==> src/inc/jbst_regs.vh <==
`ifndef JBST_REGS_VH
`define JBST_REGS_VH
// instruction codes, five bits
`define JBST_IR_W 5
`define JBST_OP_EXTEST 5'h00
`define JBST_OP_SAMPLE 5'h01
`define JBST_OP_CLAMP 5'h04
`define JBST_OP_HIGHZ 5'h05
`define JBST_OP_IDCODE 5'h0c
`define JBST_OP_BYPASS 5'h1f
// identification register fields
`define JBST_ID_VER_MSB 31
`define JBST_ID_VER_LSB 28
`define JBST_ID_PART_MSB 27
`define JBST_ID_PART_LSB 12
`define JBST_ID_MFR_MSB 11
`define JBST_ID_MFR_LSB 1
// tap states, binary coded
`define JBST_S_TLR 4'h0
`define JBST_S_RTI 4'h1
`define JBST_S_SDR 4'h2
`define JBST_S_CDR 4'h3
`define JBST_S_SHDR 4'h4
`define JBST_S_E1DR 4'h5
`define JBST_S_PDR 4'h6
`define JBST_S_E2DR 4'h7
`define JBST_S_UDR 4'h8
`define JBST_S_SIR 4'h9
`define JBST_S_CIR 4'ha
`define JBST_S_SHIR 4'hb
`define JBST_S_E1IR 4'hc
`define JBST_S_PIR 4'hd
`define JBST_S_E2IR 4'he
`define JBST_S_UIR 4'hf
// power-on reset stretch, in ref_clk cycles
`define JBST_POR_CYC 8'h10
`endif

==> src/rtl/jbst_bscell.v <==
`timescale 1ns/100ps
`include "jbst_regs.vh"
// one boundary scan cell: capture/shift stage plus update stage
module jbst_bscell (
	// clock and reset
	input wire ref_clk,
	input wire nrst,
	// tck event enables
	input wire rise_en,
	// control from tap
	input wire capture,
	input wire shift,
	input wire update,
	// serial path
	input wire scan_in,
	output wire scan_out,
	// parallel path
	input wire pin_val,
	output wire upd_val
);
	reg cap_ff; // master stage
	reg upd_ff; // update stage
	// master loads in parallel or shifts on tck rise
	always @(posedge ref_clk or negedge nrst) begin
		if (!nrst) begin
			cap_ff <= 1'b0;
		end else if (rise_en && capture) begin
			cap_ff <= pin_val;
		end else if (rise_en && shift) begin
			cap_ff <= scan_in;
		end
	end
	// update stage; loads on the falling-tck pulse inside update-dr, so pins move only then
	always @(posedge ref_clk or negedge nrst) begin
		if (!nrst) begin
			upd_ff <= 1'b0;
		end else if (update) begin
			upd_ff <= cap_ff;
		end
	end
	assign scan_out = cap_ff;
	assign upd_val = upd_ff;
endmodule // jbst_bscell

==> src/rtl/jbst_tap.v <==
`timescale 1ns/100ps
`include "jbst_regs.vh"
module jbst_tap #(
	parameter N_IN = 3, // input-only pins
	parameter N_OUT = 4, // output-only pins
	parameter N_BIDIR = 4, // bidirectional pins
	parameter N_CTL = 2, // output enable control cells
	parameter [3:0] ID_VER = 4'h1, // arbitrary value
	parameter [15:0] ID_PART = 16'h1234, // arbitrary value
	parameter [10:0] ID_MFR = 11'h2aa // arbitrary value
) (
	// clock and reset
	input wire ref_clk,
	input wire nrst,
	// test access pins
	input wire tck,
	input wire tms,
	input wire tdi,
	input wire trst_n,
	output wire tdo,
	output wire tdo_oe_n,
	// core side of input pins
	input wire [N_IN-1:0] in_pad,
	output wire [N_IN-1:0] in_core,
	// core side of output pins
	input wire [N_OUT-1:0] out_core,
	output wire [N_OUT-1:0] out_pad,
	output wire out_pad_oe_n,
	// core side of bidir pins, one enable per control group
	input wire [N_BIDIR-1:0] bd_pad_in,
	input wire [N_BIDIR-1:0] bd_core_out,
	input wire [N_CTL-1:0] bd_core_oe_n,
	output wire [N_BIDIR-1:0] bd_core_in,
	output wire [N_BIDIR-1:0] bd_pad_out,
	output wire [N_BIDIR-1:0] bd_pad_oe_n
);
	localparam BS_LEN = N_IN + N_OUT + 2 * N_BIDIR + N_CTL;
	localparam ID_W = 32;
	// chain length follows the pin mix: one cell per input or output pin,
	// two per bidir pin (pad side and core side), one per enable group
	// tap pins are never counted, they run the chain rather than join it
	// synchronisers for pins from the tester's domain
	// all four pins pass the same two stages, so tms and tdi are seen
	// with exactly the tck sample they were set up for
	// the tester keeps each tck phase several ref_clk long, which this
	// depends on: a tck faster than about half of ref_clk loses edges
	reg [3:0] s1_ff; // first stage only read by s2_ff
	reg [3:0] s2_ff; // tck, tms, tdi, trst_n
	reg tck_d_ff; // previous sampled tck for edge finding
	always @(posedge ref_clk or negedge nrst) begin
		if (!nrst) begin
			s1_ff <= 4'h0;
			s2_ff <= 4'h0;
			tck_d_ff <= 1'b0;
		end else begin
			s1_ff <= {tck, tms, tdi, trst_n};
			s2_ff <= s1_ff;
			tck_d_ff <= s2_ff[3];
		end
	end
	wire tck_s = s2_ff[3];
	wire tms_s = s2_ff[2];
	wire tdi_s = s2_ff[1];
	wire trst_s_n = s2_ff[0];
	wire rise_en = tck_s & ~tck_d_ff; // one-cycle pulse on tck rise
	wire fall_en = ~tck_s & tck_d_ff; // one-cycle pulse on tck fall
	// both pulses last one ref_clk, so each tck edge acts exactly once
	// the edge detector resets low, matching the idle level of tck,
	// so no false rise follows reset
	// power-on reset stretch, cleared and restarted by the system reset nrst
	// the counter holds the controller in test-logic-reset for a fixed span
	// after nrst lifts, long enough for the synchronisers to fill with real
	// pin values before any tck edge can move the state
	// it stops at its end value, so it never wraps back into reset
	reg [7:0] por_cnt_ff;
	wire por_act = (por_cnt_ff != `JBST_POR_CYC);
	always @(posedge ref_clk or negedge nrst) begin
		if (!nrst) begin
			por_cnt_ff <= 8'h00;
		end else if (por_act) begin
			por_cnt_ff <= por_cnt_ff + 8'h01;
		end
	end
	// tap state register
	reg [3:0] st_ff;
	reg [3:0] nxt_st;
	// next-state table of the sixteen states
	// data-register column on the lower codes, instruction column on the
	// upper ones; every four-bit code is listed, and the default only
	// guards against an unknown state, landing in test-logic-reset
	// tms high from any state reaches test-logic-reset within five rises
	always @* begin
		nxt_st = st_ff;
		case (st_ff)
			`JBST_S_TLR: nxt_st = tms_s ? `JBST_S_TLR : `JBST_S_RTI;
			`JBST_S_RTI: nxt_st = tms_s ? `JBST_S_SDR : `JBST_S_RTI;
			`JBST_S_SDR: nxt_st = tms_s ? `JBST_S_SIR : `JBST_S_CDR;
			`JBST_S_CDR: nxt_st = tms_s ? `JBST_S_E1DR : `JBST_S_SHDR;
			`JBST_S_SHDR: nxt_st = tms_s ? `JBST_S_E1DR : `JBST_S_SHDR;
			`JBST_S_E1DR: nxt_st = tms_s ? `JBST_S_UDR : `JBST_S_PDR;
			`JBST_S_PDR: nxt_st = tms_s ? `JBST_S_E2DR : `JBST_S_PDR;
			`JBST_S_E2DR: nxt_st = tms_s ? `JBST_S_UDR : `JBST_S_SHDR;
			`JBST_S_UDR: nxt_st = tms_s ? `JBST_S_SDR : `JBST_S_RTI;
			`JBST_S_SIR: nxt_st = tms_s ? `JBST_S_TLR : `JBST_S_CIR;
			`JBST_S_CIR: nxt_st = tms_s ? `JBST_S_E1IR : `JBST_S_SHIR;
			`JBST_S_SHIR: nxt_st = tms_s ? `JBST_S_E1IR : `JBST_S_SHIR;
			`JBST_S_E1IR: nxt_st = tms_s ? `JBST_S_UIR : `JBST_S_PIR;
			`JBST_S_PIR: nxt_st = tms_s ? `JBST_S_E2IR : `JBST_S_PIR;
			`JBST_S_E2IR: nxt_st = tms_s ? `JBST_S_UIR : `JBST_S_SHIR;
			`JBST_S_UIR: nxt_st = tms_s ? `JBST_S_SDR : `JBST_S_RTI;
			default: nxt_st = `JBST_S_TLR;
		endcase
	end
	// state advances only on tck rise; trst and power-on force reset
	// trst is sampled, so it acts two ref_clk late; that is far shorter
	// than one tck phase, so no tck edge can slip past it
	// priority: power-on first, then trst, then the tms walk
	always @(posedge ref_clk or negedge nrst) begin
		if (!nrst) begin
			st_ff <= `JBST_S_TLR;
		end else if (por_act) begin
			st_ff <= `JBST_S_TLR;
		end else if (!trst_s_n) begin
			st_ff <= `JBST_S_TLR;
		end else if (rise_en) begin
			st_ff <= nxt_st;
		end
	end
	wire in_tlr = (st_ff == `JBST_S_TLR);
	wire in_cdr = (st_ff == `JBST_S_CDR);
	wire in_shdr = (st_ff == `JBST_S_SHDR);
	wire in_cir = (st_ff == `JBST_S_CIR);
	wire in_shir = (st_ff == `JBST_S_SHIR);
	// captures and shifts all act on rise_en, updates on fall_en, which
	// keeps the parallel outputs steady during the whole shift
	// update pulses fire on the falling tck inside the update state
	wire upd_dr = fall_en & (st_ff == `JBST_S_UDR);
	wire upd_ir = fall_en & (st_ff == `JBST_S_UIR);
	// both are gated by the state, so a stray fall outside update
	// leaves the hold registers alone
	// instruction shift and hold registers
	// the shift stage captures the fixed pattern and shifts lsb first;
	// the hold stage takes the shift stage only in update-ir, so a half-loaded code
	// never reaches the decode
	// test-logic-reset reloads both, whatever the tester left behind
	reg [`JBST_IR_W-1:0] ir_sh_ff;
	reg [`JBST_IR_W-1:0] ir_ff;
	always @(posedge ref_clk or negedge nrst) begin
		if (!nrst) begin
			ir_sh_ff <= `JBST_OP_IDCODE;
			ir_ff <= `JBST_OP_IDCODE;
		end else if (in_tlr) begin
			// reset leaves idcode active, as 1149.1 expects with an id register
			ir_ff <= `JBST_OP_IDCODE;
			ir_sh_ff <= `JBST_OP_IDCODE;
		end else begin
			if (rise_en && in_cir) begin
				ir_sh_ff <= 5'h01; // fixed 01 capture pattern
			end else if (rise_en && in_shir) begin
				ir_sh_ff <= {tdi_s, ir_sh_ff[`JBST_IR_W-1:1]};
			end
			if (upd_ir) begin
				ir_ff <= ir_sh_ff;
			end
		end
	end
	// instruction decode; unlisted codes fall through to bypass
	// sel_bs and sel_id pick the data register, drive_cells hands the
	// pins to the update cells, float_all releases every output enable
	// codes reserved for private tests also land in bypass here, since
	// this block carries no internal scan or memory test paths
	reg sel_bs;
	reg sel_id;
	reg drive_cells;
	reg float_all;
	always @* begin
		sel_bs = 1'b0;
		sel_id = 1'b0;
		drive_cells = 1'b0;
		float_all = 1'b0;
		case (ir_ff)
			`JBST_OP_EXTEST: begin
				sel_bs = 1'b1;
				drive_cells = 1'b1;
			end
			`JBST_OP_SAMPLE: begin
				sel_bs = 1'b1;
			end
			`JBST_OP_HIGHZ: begin
				float_all = 1'b1;
			end
			`JBST_OP_CLAMP: begin
				drive_cells = 1'b1;
			end
			`JBST_OP_IDCODE: begin
				sel_id = 1'b1;
			end
			default: begin
				sel_bs = 1'b0;
			end
		endcase
	end
	wire sel_byp = ~sel_bs & ~sel_id;
	// bypass stage, captures zero
	// a capture of zero lets the tester count devices on the board
	// from the leading zeros it reads back
	reg byp_ff;
	always @(posedge ref_clk or negedge nrst) begin
		if (!nrst) begin
			byp_ff <= 1'b0;
		end else if (rise_en && in_cdr && sel_byp) begin
			byp_ff <= 1'b0;
		end else if (rise_en && in_shdr && sel_byp) begin
			byp_ff <= tdi_s;
		end
	end
	// identification shift register, loaded from constants on capture
	// the word never changes, so reading it twice gives the same bits;
	// bit 0 is fixed at one to tell it apart from a bypass zero
	wire [ID_W-1:0] id_val = {ID_VER, ID_PART, ID_MFR, 1'b1};
	reg [ID_W-1:0] id_sh_ff;
	always @(posedge ref_clk or negedge nrst) begin
		if (!nrst) begin
			id_sh_ff <= {ID_W{1'b0}};
		end else if (rise_en && in_cdr && sel_id) begin
			id_sh_ff <= id_val;
		end else if (rise_en && in_shdr && sel_id) begin
			id_sh_ff <= {tdi_s, id_sh_ff[ID_W-1:1]};
		end
	end
	// parallel values per chain position: inputs, outputs, bidirs, controls
	// only functional pins are listed; tap pins never enter the chain
	// position 0 sits next to tdo, the last position next to tdi
	// bidir pins get a cell for the pad side and one for the core side
	wire [BS_LEN-1:0] par_val;
	wire [BS_LEN-1:0] upd_val;
	wire [BS_LEN:0] chain;
	assign chain[BS_LEN] = tdi_s;
	assign par_val[N_IN-1:0] = in_pad;
	assign par_val[N_IN+N_OUT-1:N_IN] = out_core;
	assign par_val[N_IN+N_OUT+N_BIDIR-1:N_IN+N_OUT] = bd_pad_in;
	assign par_val[N_IN+N_OUT+2*N_BIDIR-1:N_IN+N_OUT+N_BIDIR] = bd_core_out;
	assign par_val[BS_LEN-1:N_IN+N_OUT+2*N_BIDIR] = bd_core_oe_n;
	// chain of dedicated cells, shifting from tdi toward tdo
	// every cell sees the same control strobes; only the selected
	// instruction lets them capture, shift or update
	// cells play no part in normal operation, they only feed the muxes
	genvar gi;
	generate
		for (gi = 0; gi < BS_LEN; gi = gi + 1) begin : g_cell
			jbst_bscell u_cell (
				.ref_clk(ref_clk),
				.nrst(nrst),
				.rise_en(rise_en),
				.capture(in_cdr & sel_bs),
				.shift(in_shdr & sel_bs),
				.update(upd_dr & sel_bs),
				.scan_in(chain[gi+1]),
				.scan_out(chain[gi]),
				.pin_val(par_val[gi]),
				.upd_val(upd_val[gi])
			);
		end
	endgenerate
	// pin muxing: core path unless cells drive; highz floats all outputs
	// inputs always pass straight to the core: sampling must not
	// disturb the system, and extest only needs the captured value
	// output-only pins share one enable, floated only under highz
	// bidir enables come from the control cells while cells drive
	wire [N_CTL-1:0] ctl_cell = upd_val[BS_LEN-1:N_IN+N_OUT+2*N_BIDIR];
	wire [N_CTL-1:0] grp_oe_n = drive_cells ? ctl_cell : bd_core_oe_n;
	assign in_core = in_pad;
	assign out_pad = drive_cells ? upd_val[N_IN+N_OUT-1:N_IN] : out_core;
	assign out_pad_oe_n = float_all;
	assign bd_core_in = bd_pad_in;
	assign bd_pad_out = drive_cells ? upd_val[N_IN+N_OUT+2*N_BIDIR-1:N_IN+N_OUT+N_BIDIR] : bd_core_out;
	// bidir pin i joins group i*N_CTL/N_BIDIR rounded down, so group sizes differ by one pin at most
	// a group enable is active low, so a one in a control cell floats
	// every pin of its group
	generate
		for (gi = 0; gi < N_BIDIR; gi = gi + 1) begin : g_oe
			localparam integer GRP = (gi * N_CTL) / N_BIDIR;
			assign bd_pad_oe_n[gi] = float_all | grp_oe_n[GRP];
		end
	endgenerate
	// tdo source selection
	// the instruction register wins in shift-ir; otherwise the selected
	// data register feeds tdo, bypass being the fallback
	reg tdo_src;
	always @* begin
		tdo_src = byp_ff;
		if (in_shir) begin
			tdo_src = ir_sh_ff[0];
		end else if (sel_bs) begin
			tdo_src = chain[0];
		end else if (sel_id) begin
			tdo_src = id_sh_ff[0];
		end
	end
	// tdo and its enable retimed on falling tck, so the tester reads it at rise
	// the enable falls with the first bit and rises after the last one,
	// so the pin is released in every state that does not shift
	reg tdo_ff;
	reg tdo_oe_n_ff;
	always @(posedge ref_clk or negedge nrst) begin
		if (!nrst) begin
			tdo_ff <= 1'b0;
			tdo_oe_n_ff <= 1'b1;
		end else if (fall_en) begin
			// tdo holds outside the shift states, so it never moves while released
			if (in_shdr | in_shir) begin
				tdo_ff <= tdo_src;
			end
			tdo_oe_n_ff <= ~(in_shdr | in_shir);
		end
	end
	// tdo is a flop output, so it never glitches between tck edges
	assign tdo = tdo_ff;
	assign tdo_oe_n = tdo_oe_n_ff;
endmodule // jbst_tap

==> config.mk <==
export PLATFORM = sky130hd
export DESIGN_NAME = jbst_tap
export DESIGN_NICKNAME = d
export VERILOG_FILES = /design/src/rtl/jbst_bscell.v /design/src/rtl/jbst_tap.v
export VERILOG_INCLUDE_DIRS = /design/src /design/src/inc
export SDC_FILE = /design/constraint.sdc
export NUM_CORES = 1
export LEC_CHECK = 0
export ABC_CLOCK_PERIOD_IN_PS = 2250
export BUFFER_PORTS_ARGS = -buffer_cell sky130_fd_sc_hd__buf_2
export CORE_MARGIN = 5
export CORE_UTILIZATION = 45
export CTS_CLUSTER_SIZE = 16
export DETAILED_ROUTE_END_ITERATION = 16
export PLACE_DENSITY = 0.75
export SYNTH_ARGS = -nofsm -noshare
export SYNTH_HDL_FRONTEND = slang
export SYNTH_SLANG_ARGS = --single-unit
==> constraint.sdc <==
create_clock -name ref_clk -period 2.25 [get_ports ref_clk]
set_clock_uncertainty 0.05 [all_clocks]
set_input_delay 0.1125 -clock ref_clk [delete_from_list [all_inputs] [get_ports ref_clk]]
set_output_delay 0.1125 -clock ref_clk [all_outputs]
set_load 0.02 [all_outputs]
Word-level counts from Yosys, hierarchy flattened
Index checks and enable logic that the tools add are counted.
W data, S select, Z words.
{"block": "totals", "reg_bits": 93, "elab_cells": 168}
{"block": "classes", "n_addsub": 1, "n_eq_ne": 21, "muxes": 69, "bitwise": 16, "n_reduce_logical": 23}
{"cell": "$mux W32", "count": 2}
{"cell": "$pmux W4 S12", "count": 1}
{"cell": "$mux W1", "count": 46}
{"cell": "$mux W4", "count": 9}
{"cell": "$eq A4 B4 Y1 const B", "count": 8}
{"cell": "$mux W5", "count": 5}
{"cell": "$eq A4 B3 Y1 const B", "count": 4}
{"cell": "$eq A5 B3 Y1 const B", "count": 2}
{"cell": "$logic_and A1 B1 Y1", "count": 10}
{"cell": "$add A8 B1 Y8 const B", "count": 1}
{"cell": "$and A1 B1 Y1", "count": 8}
{"cell": "$eq A4 B2 Y1 const B", "count": 2}
{"cell": "$mux W2", "count": 4}
{"cell": "$ne A8 B5 Y1 const B", "count": 1}
{"cell": "$reduce_bool A2 Y1", "count": 4}
{"cell": "$reduce_or A2 Y1", "count": 4}
{"cell": "$mux W3", "count": 2}
{"cell": "$eq A5 B1 Y1 const B", "count": 1}
{"cell": "$eq A5 B4 Y1 const B", "count": 1}
{"cell": "$logic_not A5 Y1", "count": 1}
{"cell": "$not A1 Y1", "count": 5}
{"cell": "$eq A4 B1 Y1 const B", "count": 1}
{"cell": "$logic_not A4 Y1", "count": 1}
{"cell": "$ne A3 B1 Y1 const B", "count": 1}
{"cell": "4 further kinds", "count": 6}

Logic depth before layout (Yosys ltp)
Gate-level depths: netlist of the first run.
{"block": "logic_depth", "word_depth": 8, "depth_mapped": 6}

Cells and area by module
From an unflattened synthesis of the first run, not the netlist that was laid out.
{"block": "unflattened", "hier_cells": 451, "hier_area_um2": 4926.0}
{"mod": "jbst_tap", "instances": 1, "cells_each": 315, "area_each_um2": 3288.2}
{"mod": "jbst_bscell", "instances": 17, "cells_each": 8, "area_each_um2": 96.3}

Least setup slack after synthesis of the first run
Ideal clock, no wire load.
{"block": "synth_timing", "path_type": "reg2out", "from": "register ir_ff[4]", "to": "output port bd_pad_oe_n[1]", "t_arrival_ns": 1.651, "setup_slack_ns": 0.437, "path_stages_with_launch": 5, "n_path_buf": 1, "cell_sequence": "dfrtp_1 nor4_4 mux2i_1 nand2_1 buf_4"}
{"block": "synth_between", "elab_chain_len": 5, "elab_cells_between_ends": 8, "classes_between": "eq/ne (2); mux (3); bitwise (1); reduce/logical (2)"}
{"item": "start: declaration", "line": "jbst_tap.v:147", "text": "reg [`JBST_IR_W-1:0] ir_ff;"}
{"item": "start signal: assignment", "line": "jbst_tap.v:151", "text": "ir_ff <= `JBST_OP_IDCODE;"}
{"item": "start signal: assignment", "line": "jbst_tap.v:154", "text": "ir_ff <= `JBST_OP_IDCODE;"}
{"item": "start signal: assignment", "line": "jbst_tap.v:163", "text": "ir_ff <= ir_sh_ff;"}
{"item": "$eq A5 B3 Y1 / $logic_not A5 Y1 (equally long branches)", "line": "jbst_tap.v:181", "text": "case (ir_ff)"}
{"item": "$reduce_or A2 Y1 (no line)"}
{"item": "$mux W1", "line": "jbst_tap.v:181"}
{"item": "$mux W2", "line": "jbst_tap.v:271", "text": "wire [N_CTL-1:0] grp_oe_n = drive_cells ? ctl_cell : bd_core_oe_n;"}
{"item": "$or A1 B1 Y1 *"}
{"item": "end: declaration", "line": "jbst_tap.v:35", "text": "output wire [N_BIDIR-1:0] bd_pad_oe_n"}
Every way passes the cells marked *; elsewhere a longest branch is shown, timed or not.

Final worst setup path of the first run
{"block": "layout_timing", "from": "register ir_ff[4]", "to": "output port bd_pad_oe_n[1]"}
{"block": "layout_between", "elab_chain_len": 5, "elab_cells_between_ends": 8, "classes_between": "eq/ne (2); mux (3); bitwise (1); reduce/logical (2)"}
{"item": "$eq A5 B3 Y1 / $logic_not A5 Y1 (equally long branches)", "line": "jbst_tap.v:181"}
{"item": "$reduce_or A2 Y1 (no line)"}
{"item": "$mux W1", "line": "jbst_tap.v:181"}
{"item": "$mux W2", "line": "jbst_tap.v:271"}
{"item": "$or A1 B1 Y1 *", "line": "jbst_tap.v:283", "text": "assign bd_pad_oe_n[gi] = float_all | grp_oe_n[GRP];"}
Marks and branches as above.

==> flow_metrics.tcl, run 1 <==
set metrics [dict create \
    avgSynthCellArea_um2 10.2 \
    dp.cells 584 \
    syn_inst 430 \
    min_path_type "primary input to flop" \
    clk_latency_ps 360 \
    whs_path_depth 3 \
    clkTransAtPathRegs_ps 90 \
    synth-edff-count 0 \
    io_pins 45 \
    r2r_cells 5 \
    drtIter0Drc 183 \
    status "completed" \
    via_count 3212 \
    fin_nets 498 \
    coreArea_um2 9640 \
    cp_top_family "flip-flops" \
    max_stage_delay_ps 500 \
    p_leak_nw 2.26 \
    netlist_top_cells_area "dfrtp_1, o21ai_0, mux2_2, nand2_1, mux2i_1" \
    drt_wl_total_um 8980 \
    vias_per_cell 5.27 \
    fillers 882 \
    critPathCaptureType "output pin" \
    p_per_area_nw_per_um2 598 \
    worstPathCellList "nor4_4 -> buf_6 -> mux2i_2 -> nand2_1 -> buf_2" \
    ir_drop_v 0.000334 \
    synth.distinct_cells 54 \
    design.die.area_um2 11900 \
    area_growth_pct 14.1 \
    initial_core_util 0.457 \
    setup_viol 0 \
    cts_tree "yes" \
    antenna_cells 0 \
    ant_nets 0 \
    crit_path_top_delay_cell "dfrtp_1" \
    clock_sink_count 93 \
    top_usage_layer "met2" \
    synth_top_area_frac 0.500 \
    cp_data_required_time_ps 2090 \
    cp_max_fo 10 \
    worstMarginPinSlew_ps 517 \
    ys_ff_latch 93 \
    cts_made_buffers 9 \
    drc 0 \
    min_period_ps 2140 \
    drive_gt1_frac 0.235 \
    max_freq_mhz 468 \
    critical_path_depth 5 \
    grt.total_usage 0.162 \
    antenna_found_initial 0 \
    yosysTopAreaCell "dfrtp_1" \
    firstDrtPassIters 4 \
    slew_violations 0 \
    multiInputGateArea_um2 1860 \
    grtUsageMet1 0.229 \
    r2r-start "st_ff[2]$_DFFE_PN0P_" \
    die_w_um 109 \
    grt_pass1_vias 3178 \
    wire_per_inst_um 14.7 \
    place_ws_ps 347 \
    slew_headroom 0.650 \
    portBuffers 44 \
    layout.cells.non_filler 610 \
    crit_arrival_ps 1980 \
    seq_area_um2 2330 \
    rows 36 \
    clockRootBuffer "clkbuf_8" \
    min_from "bd_core_out[2]" \
    critPathKind "flop to output pin" \
    clk_path_buf_depth 2 \
    critPathLaunchType "flop" \
    seq_area_frac_synth 0.530 \
    cp.buffers_inverters 2 \
    post_cts_buffers 0 \
    synth-async-reset-ratio 1.00 \
    cts_max_level 3 \
    place_congestion 0.768 \
    yosysWarnings 0 \
    drv_cap 0 \
    synthesis.area_um2 4400 \
    setup_ws_ps 112 \
    grt_first_pass_wirelength_um 15400 \
    grt_use_met3 0.0414 \
    yosys_most_used_dff "dfrtp_1" \
    period_share 0.950 \
    syn_nets 455 \
    met2_usage 0.251 \
    dp_hpwl_um 5980 \
    crit_path_start "ir_ff[4]$_DFFE_PN0P_" \
    die_h_um 109 \
    overflow 0 \
    grt_start_max_net_pins 57 \
    report.final.hold_viol_count 0 \
]
## synth_stat cells (all sizes together), types with 3 or more instances
| master | count |
|---|---|
| mux2i | 20 |
| xnor2 | 7 |
| dfrtp | 88 |
| dfstp | 5 |
| nand2b | 5 |
| nor2 | 20 |
| nand4 | 4 |
| nor4b | 3 |
| o21ai | 89 |
| mux2 | 20 |
| nand3 | 15 |
| a21oi | 11 |
| clkbuf | 18 |
| nor4 | 3 |
| buf | 18 |
| and3 | 4 |
| nand2 | 58 |
| nor3b | 3 |
| inv | 5 |
| or2 | 3 |
## area by class of cell
type,instances,area share
Sequential cell,93,0.464
Multi-Input combinational cell,296,0.370
Timing Repair Buffer,68,0.0889
Tap cell,133,0.0331
Clock buffer,10,0.0274
Clock inverter,5,0.0122
Inverter,5,0.00374
## path summary, 6_finish.rpt
check | end | slack, ps
setup / recovery | bd_pad_oe_n[1] | 110
max in group asynchronous | ir_sh_ff[3]$_DFFE_PN1P_ | 1220
setup reg to reg | g_cell[7].u_cell.scan_out$_DFFE_PN0P_ | 320
hold reg to reg | s2_ff[2]$_DFF_PN0_ | 300
min in group asynchronous | por_cnt_ff[0]$_DFFE_PN0N_ | 220
hold / removal | g_cell[13].u_cell.scan_out$_DFFE_PN0P_ | 20
## worst register-to-register path: stages, from the launching register on
cell and delay, ps:
dfrtp_1 570, nor2_1 330, and4_1 220, buf_4 270
mux2i_1 270, o21ai_0 100
## flip-flops by register name (all words and copies together), names as in the netlist
signal and flops:
byp_ff 1, g_cell.u_cell.scan_out 17, g_cell.u_cell.upd_val 10, id_sh_ff 32, ir_ff 5, ir_sh_ff 5, por_cnt_ff 8, s1_ff 4
s2_ff 4, st_ff 4, tck_d_ff 1, tdo 1, tdo_oe_n 1
## timing repair
item,in CTS,in global routing
endpoints found under the setup margin,2,4
gates resized for setup,0,3
hold buffers,11,0
hold endpoints to repair,46,0
## per-layer routing
| metal | vias to the layer above | part of all wire |
|---|---|---|
| met1 | 1555 | 0.46 |
| met4 | 0 | 0.012 |
| met3 | 10 | 0.048 |
| met2 | 66 | 0.48 |
| li1 | 1581 | - |
| met5 | - | 0 |
## where the power goes
group          leakage (nW)  switching (mW)  internal [mW]
combinational         0.992           0.116         0.0742
clock                 0.102           0.577          0.542
sequential             1.17          0.0150           1.68
total                  2.26           0.708           2.30
## kinds of logic after synthesis
kind of cell / Yosys count / synth area share
buf+inv: 41 / 0.0494
fa+ha+maj: 2 / 0.00568
flops: 93 / 0.530
mux: 40 / 0.0966
xor+xnor: 8 / 0.0159
simple gates: 131 / 0.160
compound gates: 115 / 0.143
## stage by stage
step                      TNS (ps)  hold slack (ps)   util  area, um^2  power (mW)
after detailed placement         0             75.1  0.488        4700        1.91
after global placement           0             72.1  0.488        4700        1.90
after global routing         -15.2             38.9  0.521        5020        3.15
final                            0             15.2  0.521        5020        3.01
after CTS                    -3.42             1.32  0.520        5010        3.04
after floorplan                  0             -233      -        4400        1.82
## cells in the final DEF, fill, tap and decap left out, types with 2 or more instances in the layout
master	n
clkinv_4	3
mux2i_1	18
nand2_1	57
or3b_2	2
o31ai_1	2
nor4b_1	2
nor2_1	20
buf_4	12
dfrtp_1	88
a21oi_1	11
or2_2	2
and2b_1	2
mux2_2	20
ha_1	2
mux2i_2	2
o21ai_1	38
dfstp_2	5
o21ai_0	51
nand4_1	2
buf_2	43
xnor2_1	7
nand3_1	15
inv_1	5
dlygate4sd3_1	11
a311oi_1	2
and3_1	4
clkbuf_8	10
nor3b_1	3
nor3_1	2
nand2b_1	5
nor4_4	2
nor2b_1	2
No activity file was read; power rests on OpenSTA's default activity.
==> run 2: changes to the inputs <==
ABC_AREA = 1   (was unset)
PLACE_DENSITY = 0.74   (was 0.75)
==> flow_metrics.tcl, run 2 <==
set metrics [dict create \
    status "completed" \
    ant_nets 0 \
    io_pins 45 \
    cp_max_fo 14 \
    grt_pass1_vias 3651 \
    die_w_um 112 \
    vias_per_cell 4.86 \
    max_stage_delay_ps 550 \
    design.die.area_um2 12600 \
    r2r_cells 7 \
    synth_top_area_frac 0.469 \
    cts_tree "yes" \
    grt.total_usage 0.159 \
    yosysWarnings 0 \
    syn_inst 554 \
    rows 37 \
    fin_nets 630 \
    drt_wl_total_um 9510 \
    antenna_cells 0 \
    layout_commonest_cell "nand2_1" \
    synth.most_common_cell "nand2_1" \
    rrSetupSlack_ps 270 \
    ctsHoldBuffers 17 \
    drv_cap 0 \
    grt_first_pass_wirelength_um 16800 \
    worstPathCellList "inv_1 -> nand3_1 -> nor2_1 -> buf_4 -> inv_1 -> nand2_1 -> nand3_1 -> buf_2" \
    yosysTopAreaCell "dfrtp_1" \
    grtUsageMet1 0.217 \
    drive_gt1_frac 0.190 \
    top_register "id_sh_ff" \
    clock_sink_count 93 \
    antenna_found_initial 0 \
    via_count 3623 \
    max_freq_mhz 496 \
    coreArea_um2 10200 \
    clk_path_buf_depth 2 \
    largest_reg_flops 32 \
    top_usage_layer "met2" \
    wire_per_inst_um 12.7 \
    report.final.hold_viol_count 0 \
    synthesis.area_um2 4690 \
    critPathLaunchType "flop" \
    area_growth_pct 13.1 \
    crit_path_top_delay_cell "dfstp_2" \
    met2_usage 0.259 \
    dp_hpwl_um 6580 \
    synth.distinct_cells 36 \
    p_leak_nw 2.59 \
    r2r-end "g_cell[11].u_cell.scan_out$_DFFE_PN0P_" \
    slew_violations 0 \
    place_ws_ps 314 \
    min_path_type "primary input to flop" \
    grt_use_met3 0.0270 \
    cp_data_required_time_ps 2090 \
    min_to "g_cell[5].u_cell.scan_out$_DFFE_PN0P_" \
    post_cts_buffers 0 \
    ys_ff_latch 93 \
    period_share 0.896 \
    grt_start_max_net_pins 54 \
    seq_area_frac_synth 0.497 \
    place_congestion 0.835 \
    worstMarginPinSlew_ps 691 \
    syn_nets 579 \
    cts_max_level 3 \
    rsz0062_at_grt "no" \
    synth-async-reset-ratio 1.00 \
    critPathKind "flop to output pin" \
    min_period_ps 2020 \
    p_per_area_nw_per_um2 569 \
    synth-edff-count 0 \
    yosys_most_used_dff "dfrtp_1" \
    critPathCaptureType "output pin" \
    clk_latency_ps 360 \
    netlist_top_cells_area "dfrtp_1, nand2_1, inv_1, o21ai_0, o21ai_1" \
    whs_path_depth 5 \
    slew_headroom 0.539 \
    setup_tns_ps 0 \
    min_from "out_core[2]" \
    initial_core_util 0.458 \
    ir_drop_v 0.000306 \
    crit_arrival_ps 1850 \
    clockRootBuffer "clkbuf_8" \
    r2r-start "st_ff[1]$_DFFE_PN0P_" \
    avgSynthCellArea_um2 8.47 \
    firstDrtPassIters 4 \
    drc 0 \
    cts_made_buffers 9 \
    die_h_um 112 \
    setup_viol 0 \
    setup_ws_ps 233 \
    drtIter0Drc 195 \
    layout_common_cells "nand2_1, dfrtp_1, inv_1, buf_2, o21ai_0" \
    clkTransAtPathRegs_ps 100 \
    synthTopCellsByCount "nand2_1, dfrtp_1, inv_1" \
    overflow 0 \
    portBuffers 44 \
    cts_resized 0 \
]
run 2: cell types whose count changed in the layout (fill, tap and decap cells not counted), moves of 6 or more:
cell	change
inv_1	+60
o21ai_1	-6
nor2_1	+6
o21ai_0	-12
o211ai_2	+11
dlygate4sd3_1	+6
mux2i_1	-18
a21oi_1	-7
nand4_1	+6
mux2_2	-20
xnor2_1	-7
nand2_1	+115
nand3_1	+12
run 2: cells by family after synthesis:
kind of cell	count (synthesis)	share of synthesized area
and+or+nand+nor	257	0.250
buffers and inverters	100	0.105
AOI/OAI and AO/OA	97	0.133
DFF	93	0.497
xor gates and xnor gates	5	0.00934
adders and majority gates	2	0.00533
run 2: worst max path at each step:
stage | end | slack, ps | from
after global placement | id_sh_ff[0]$_DFFE_PN0P_ | 400 | st_ff[0]$_DFFE_PN0P_
after floorplan | bd_pad_oe_n[1] | 460 | ir_ff[2]$_DFFE_PN1P_
after global routing | id_sh_ff[4]$_DFFE_PN0P_ | 30 | st_ff[1]$_DFFE_PN0P_
after CTS | bd_pad_oe_n[2] | 230 | ir_ff[3]$_DFFE_PN1P_
after detailed placement | g_cell[11].u_cell.scan_out$_DFFE_PN0P_ | 310 | st_ff[0]$_DFFE_PN0P_
final | bd_pad_oe_n[0] | 230 | ir_ff[3]$_DFFE_PN1P_
run 2: area by class of cell:
class | instances | area [um^2]
fill | 926 | 4930
sequential | 93 | 2330
multi-input combinational | 361 | 1870
timing repair buffer | 69 | 465
inverter | 71 | 272
tap | 136 | 170
clock buffer | 10 | 128
clock inverter | 6 | 70.1
run 2: metrics by stage:
| stage | hold WS [ps] | cells | instance area (um^2) | power, mW | utilization |
|---|---|---|---|---|---|
| CTS | 33.9 | 746 | 5310 | 3.05 | 0.519 |
| global route | 68.6 | 746 | 5310 | 3.15 | 0.519 |
| global placement | 140 | 713 | 4940 | 1.90 | 0.483 |
| finish | 44.2 | 746 | 5310 | 3.02 | 0.519 |
| detailed placement | 156 | 713 | 4940 | 1.90 | 0.483 |
| floorplan | -233 | 554 | 4690 | 1.82 | - |
run 2: routing by layer:
metal | share of wire | up-vias
met5 | 0 | -
met4 | 0.014 | 0
met3 | 0.034 | 13
met2 | 0.49 | 70
met1 | 0.47 | 1689
li1 | - | 1851
run 2: critical path: cells and delay by family, from the launching register on:
kind	cells	cell delay [ps]
buf+inv	4	610
flops	1	550
simple gates	4	320
run 2: power by group:
part	leakage [nW]	switching [mW]	internal [mW]
Combinational	1.33	0.131	0.0693
Sequential	1.17	0.00923	1.68
Clock	0.0948	0.603	0.524
==> run 3: changes to the inputs <==
ABC_CLOCK_PERIOD_IN_PS = unset   (was 2250)
SYNTH_HIERARCHICAL = 1   (was unset)
==> flow_metrics.tcl, run 3 <==
set metrics [dict create \
    initial_core_util 0.465 \
    clockPowerShare 0.370 \
    rows 37 \
    multiInputGateArea_um2 2120 \
    period_share 0.924 \
    crit_path_top_delay_cell "dfrtp_1" \
    largest_reg_flops 32 \
    p_per_area_nw_per_um2 555 \
    min_to "g_cell[8].u_cell/scan_out$_DFFE_PN0P_" \
    setup_ws_ps 172 \
    cp_max_fo 10 \
    cts_max_level 3 \
    place_congestion 0.825 \
    seq_area_um2 2330 \
    place_ws_ps 313 \
    portBuffers 44 \
    grt.total_usage 0.166 \
    clk_path_buf_depth 2 \
    p_int_mw 2.28 \
    slew_violations 0 \
    critPathKind "flop to output pin" \
    combinationalPowerShare 0.066 \
    area_growth_pct 12.0 \
    swShare 0.239 \
    yosysWarnings 6 \
    setup_tns_ps 0 \
    grt_pass1_vias 3921 \
    worstPathCellList "nor2_1 -> nand2_1 -> nor2_1 -> clkinv_2 -> nand2_1 -> nand3_1 -> buf_2" \
    synthesis.area_um2 4820 \
    worstMarginPinSlew_ps 586 \
    r2r-start "ir_ff[4]$_DFFE_PN0P_" \
    r2r_cells 9 \
    slew_headroom 0.610 \
    critPathCaptureType "output pin" \
    whs_path_depth 5 \
    clockRootBuffer "clkbuf_8" \
    r2r-end "g_cell[1].u_cell/scan_out$_DFFE_PN0P_" \
    setup_viol 0 \
    syn_nets 633 \
    max_freq_mhz 481 \
    min_from "bd_pad_in[1]" \
    ant_nets 0 \
    grt_first_pass_wirelength_um 17600 \
    drive_gt1_frac 0.192 \
    dp_hpwl_um 6990 \
    cts_tree "yes" \
    p_leak_nw 2.59 \
    drc 0 \
    clkTransAtPathRegs_ps 90 \
    vias_per_cell 5.06 \
    report.final.hold_viol_count 0 \
    via_count 4033 \
    p_switching_mw 0.718 \
    clk_latency_ps 360 \
    min_path_type "primary input to flop" \
    crit_arrival_ps 1920 \
    crit_path_start "ir_ff[4]$_DFFE_PN0P_" \
    overflow 0 \
    critPathLaunchType "flop" \
    cp_data_required_time_ps 2090 \
    die_h_um 114 \
    firstDrtPassIters 4 \
    syn_inst 608 \
    max_stage_delay_ps 390 \
    io_pins 45 \
    p_seq_frac 0.565 \
    status "completed" \
    clock_sink_count 93 \
    antenna_found_initial 0 \
    layout_commonest_cell "nand2_1" \
    rrSetupSlack_ps 300 \
    die_w_um 114 \
    min_period_ps 2080 \
    grt_start_max_net_pins 55 \
    post_cts_buffers 0 \
    drtIter0Drc 317 \
    fillers 994 \
    avgSynthCellArea_um2 7.93 \
    coreArea_um2 10400 \
    ir_drop_v 0.000317 \
    cts_made_buffers 9 \
    drv_cap 0 \
    layout_common_cells "nand2_1, dfrtp_1, nand3_1, inv_1, buf_2" \
    top_register "id_sh_ff" \
    fin_nets 681 \
    rsz0062_at_grt "no" \
    design.die.area_um2 12900 \
    wire_per_inst_um 12.6 \
    drt_wl_total_um 10100 \
    antenna_cells 0 \
]
## run 3: how the worst max path moves through the flow
stage / cells after the start / end / slack, ps
4_1_cts: 7 / bd_pad_oe_n[2] / 140
6_report: 7 / bd_pad_oe_n[2] / 170
3_3_place_gp: 9 / g_cell[12].u_cell/scan_out$_DFFE_PN0P_ / 430
3_5_place_dp: 9 / g_cell[12].u_cell/scan_out$_DFFE_PN0P_ / 310
2_1_floorplan: 7 / ir_sh_ff[1]$_DFFE_PN0P_ / 40
5_1_grt: 7 / bd_pad_oe_n[3] / 20
## run 3: worst max-delay path, delay by kind of cell (launching register included)
family,cells,cell delay [ps]
buffers and inverters,2,410
AND/OR/NAND/NOR,5,760
flip-flops,1,390
## run 3: what timing repair did
action	in CTS	in global routing
endpoints found under the setup margin	2	0
endpoints found under the hold margin	43	0
gates resized for setup	1	0
hold buffers	5	0
## run 3: layout make-up
cell class	instances	area share
clock buffers	12	0.0269
clock inverters	4	0.00880
inverters	53	0.0371
multi-input cells	440	0.393
flip-flops and latches	93	0.432
well taps	136	0.0315
repair buffers	59	0.0713
## run 3: stage by stage
step / instance area, um^2 / total power, mW / hold slack, ps / utilization / cells
global placement: 5160 / 1.92 / 82.8 / 0.497 / 776
finish: 5400 / 3.00 / 26.6 / 0.521 / 797
CTS: 5400 / 3.05 / 3.85 / 0.521 / 797
floorplan: 4830 / 1.83 / -233 / - / 608
detailed placement: 5160 / 1.92 / 84.8 / 0.497 / 776
global route: 5400 / 3.13 / 31.3 / 0.521 / 797
## run 3: power by group through the flow
stage               Sequential, mW  Clock (mW)  Combinational [mW]
floorplan                     1.72           0               0.109
CTS                           1.69        1.15               0.200
detailed placement            1.73           0               0.193
global placement              1.73           0               0.190
global route                  1.69        1.21               0.221
finish                        1.69        1.11               0.196
## run 3: layer usage
metal | share of wire | track usage | wire (um)
met5 | 0 | 0 | 0
met4 | 0.017 | 0.0593 | 172
met3 | 0.048 | 0.0393 | 484
met2 | 0.48 | 0.266 | 4800
met1 | 0.46 | 0.221 | 4630
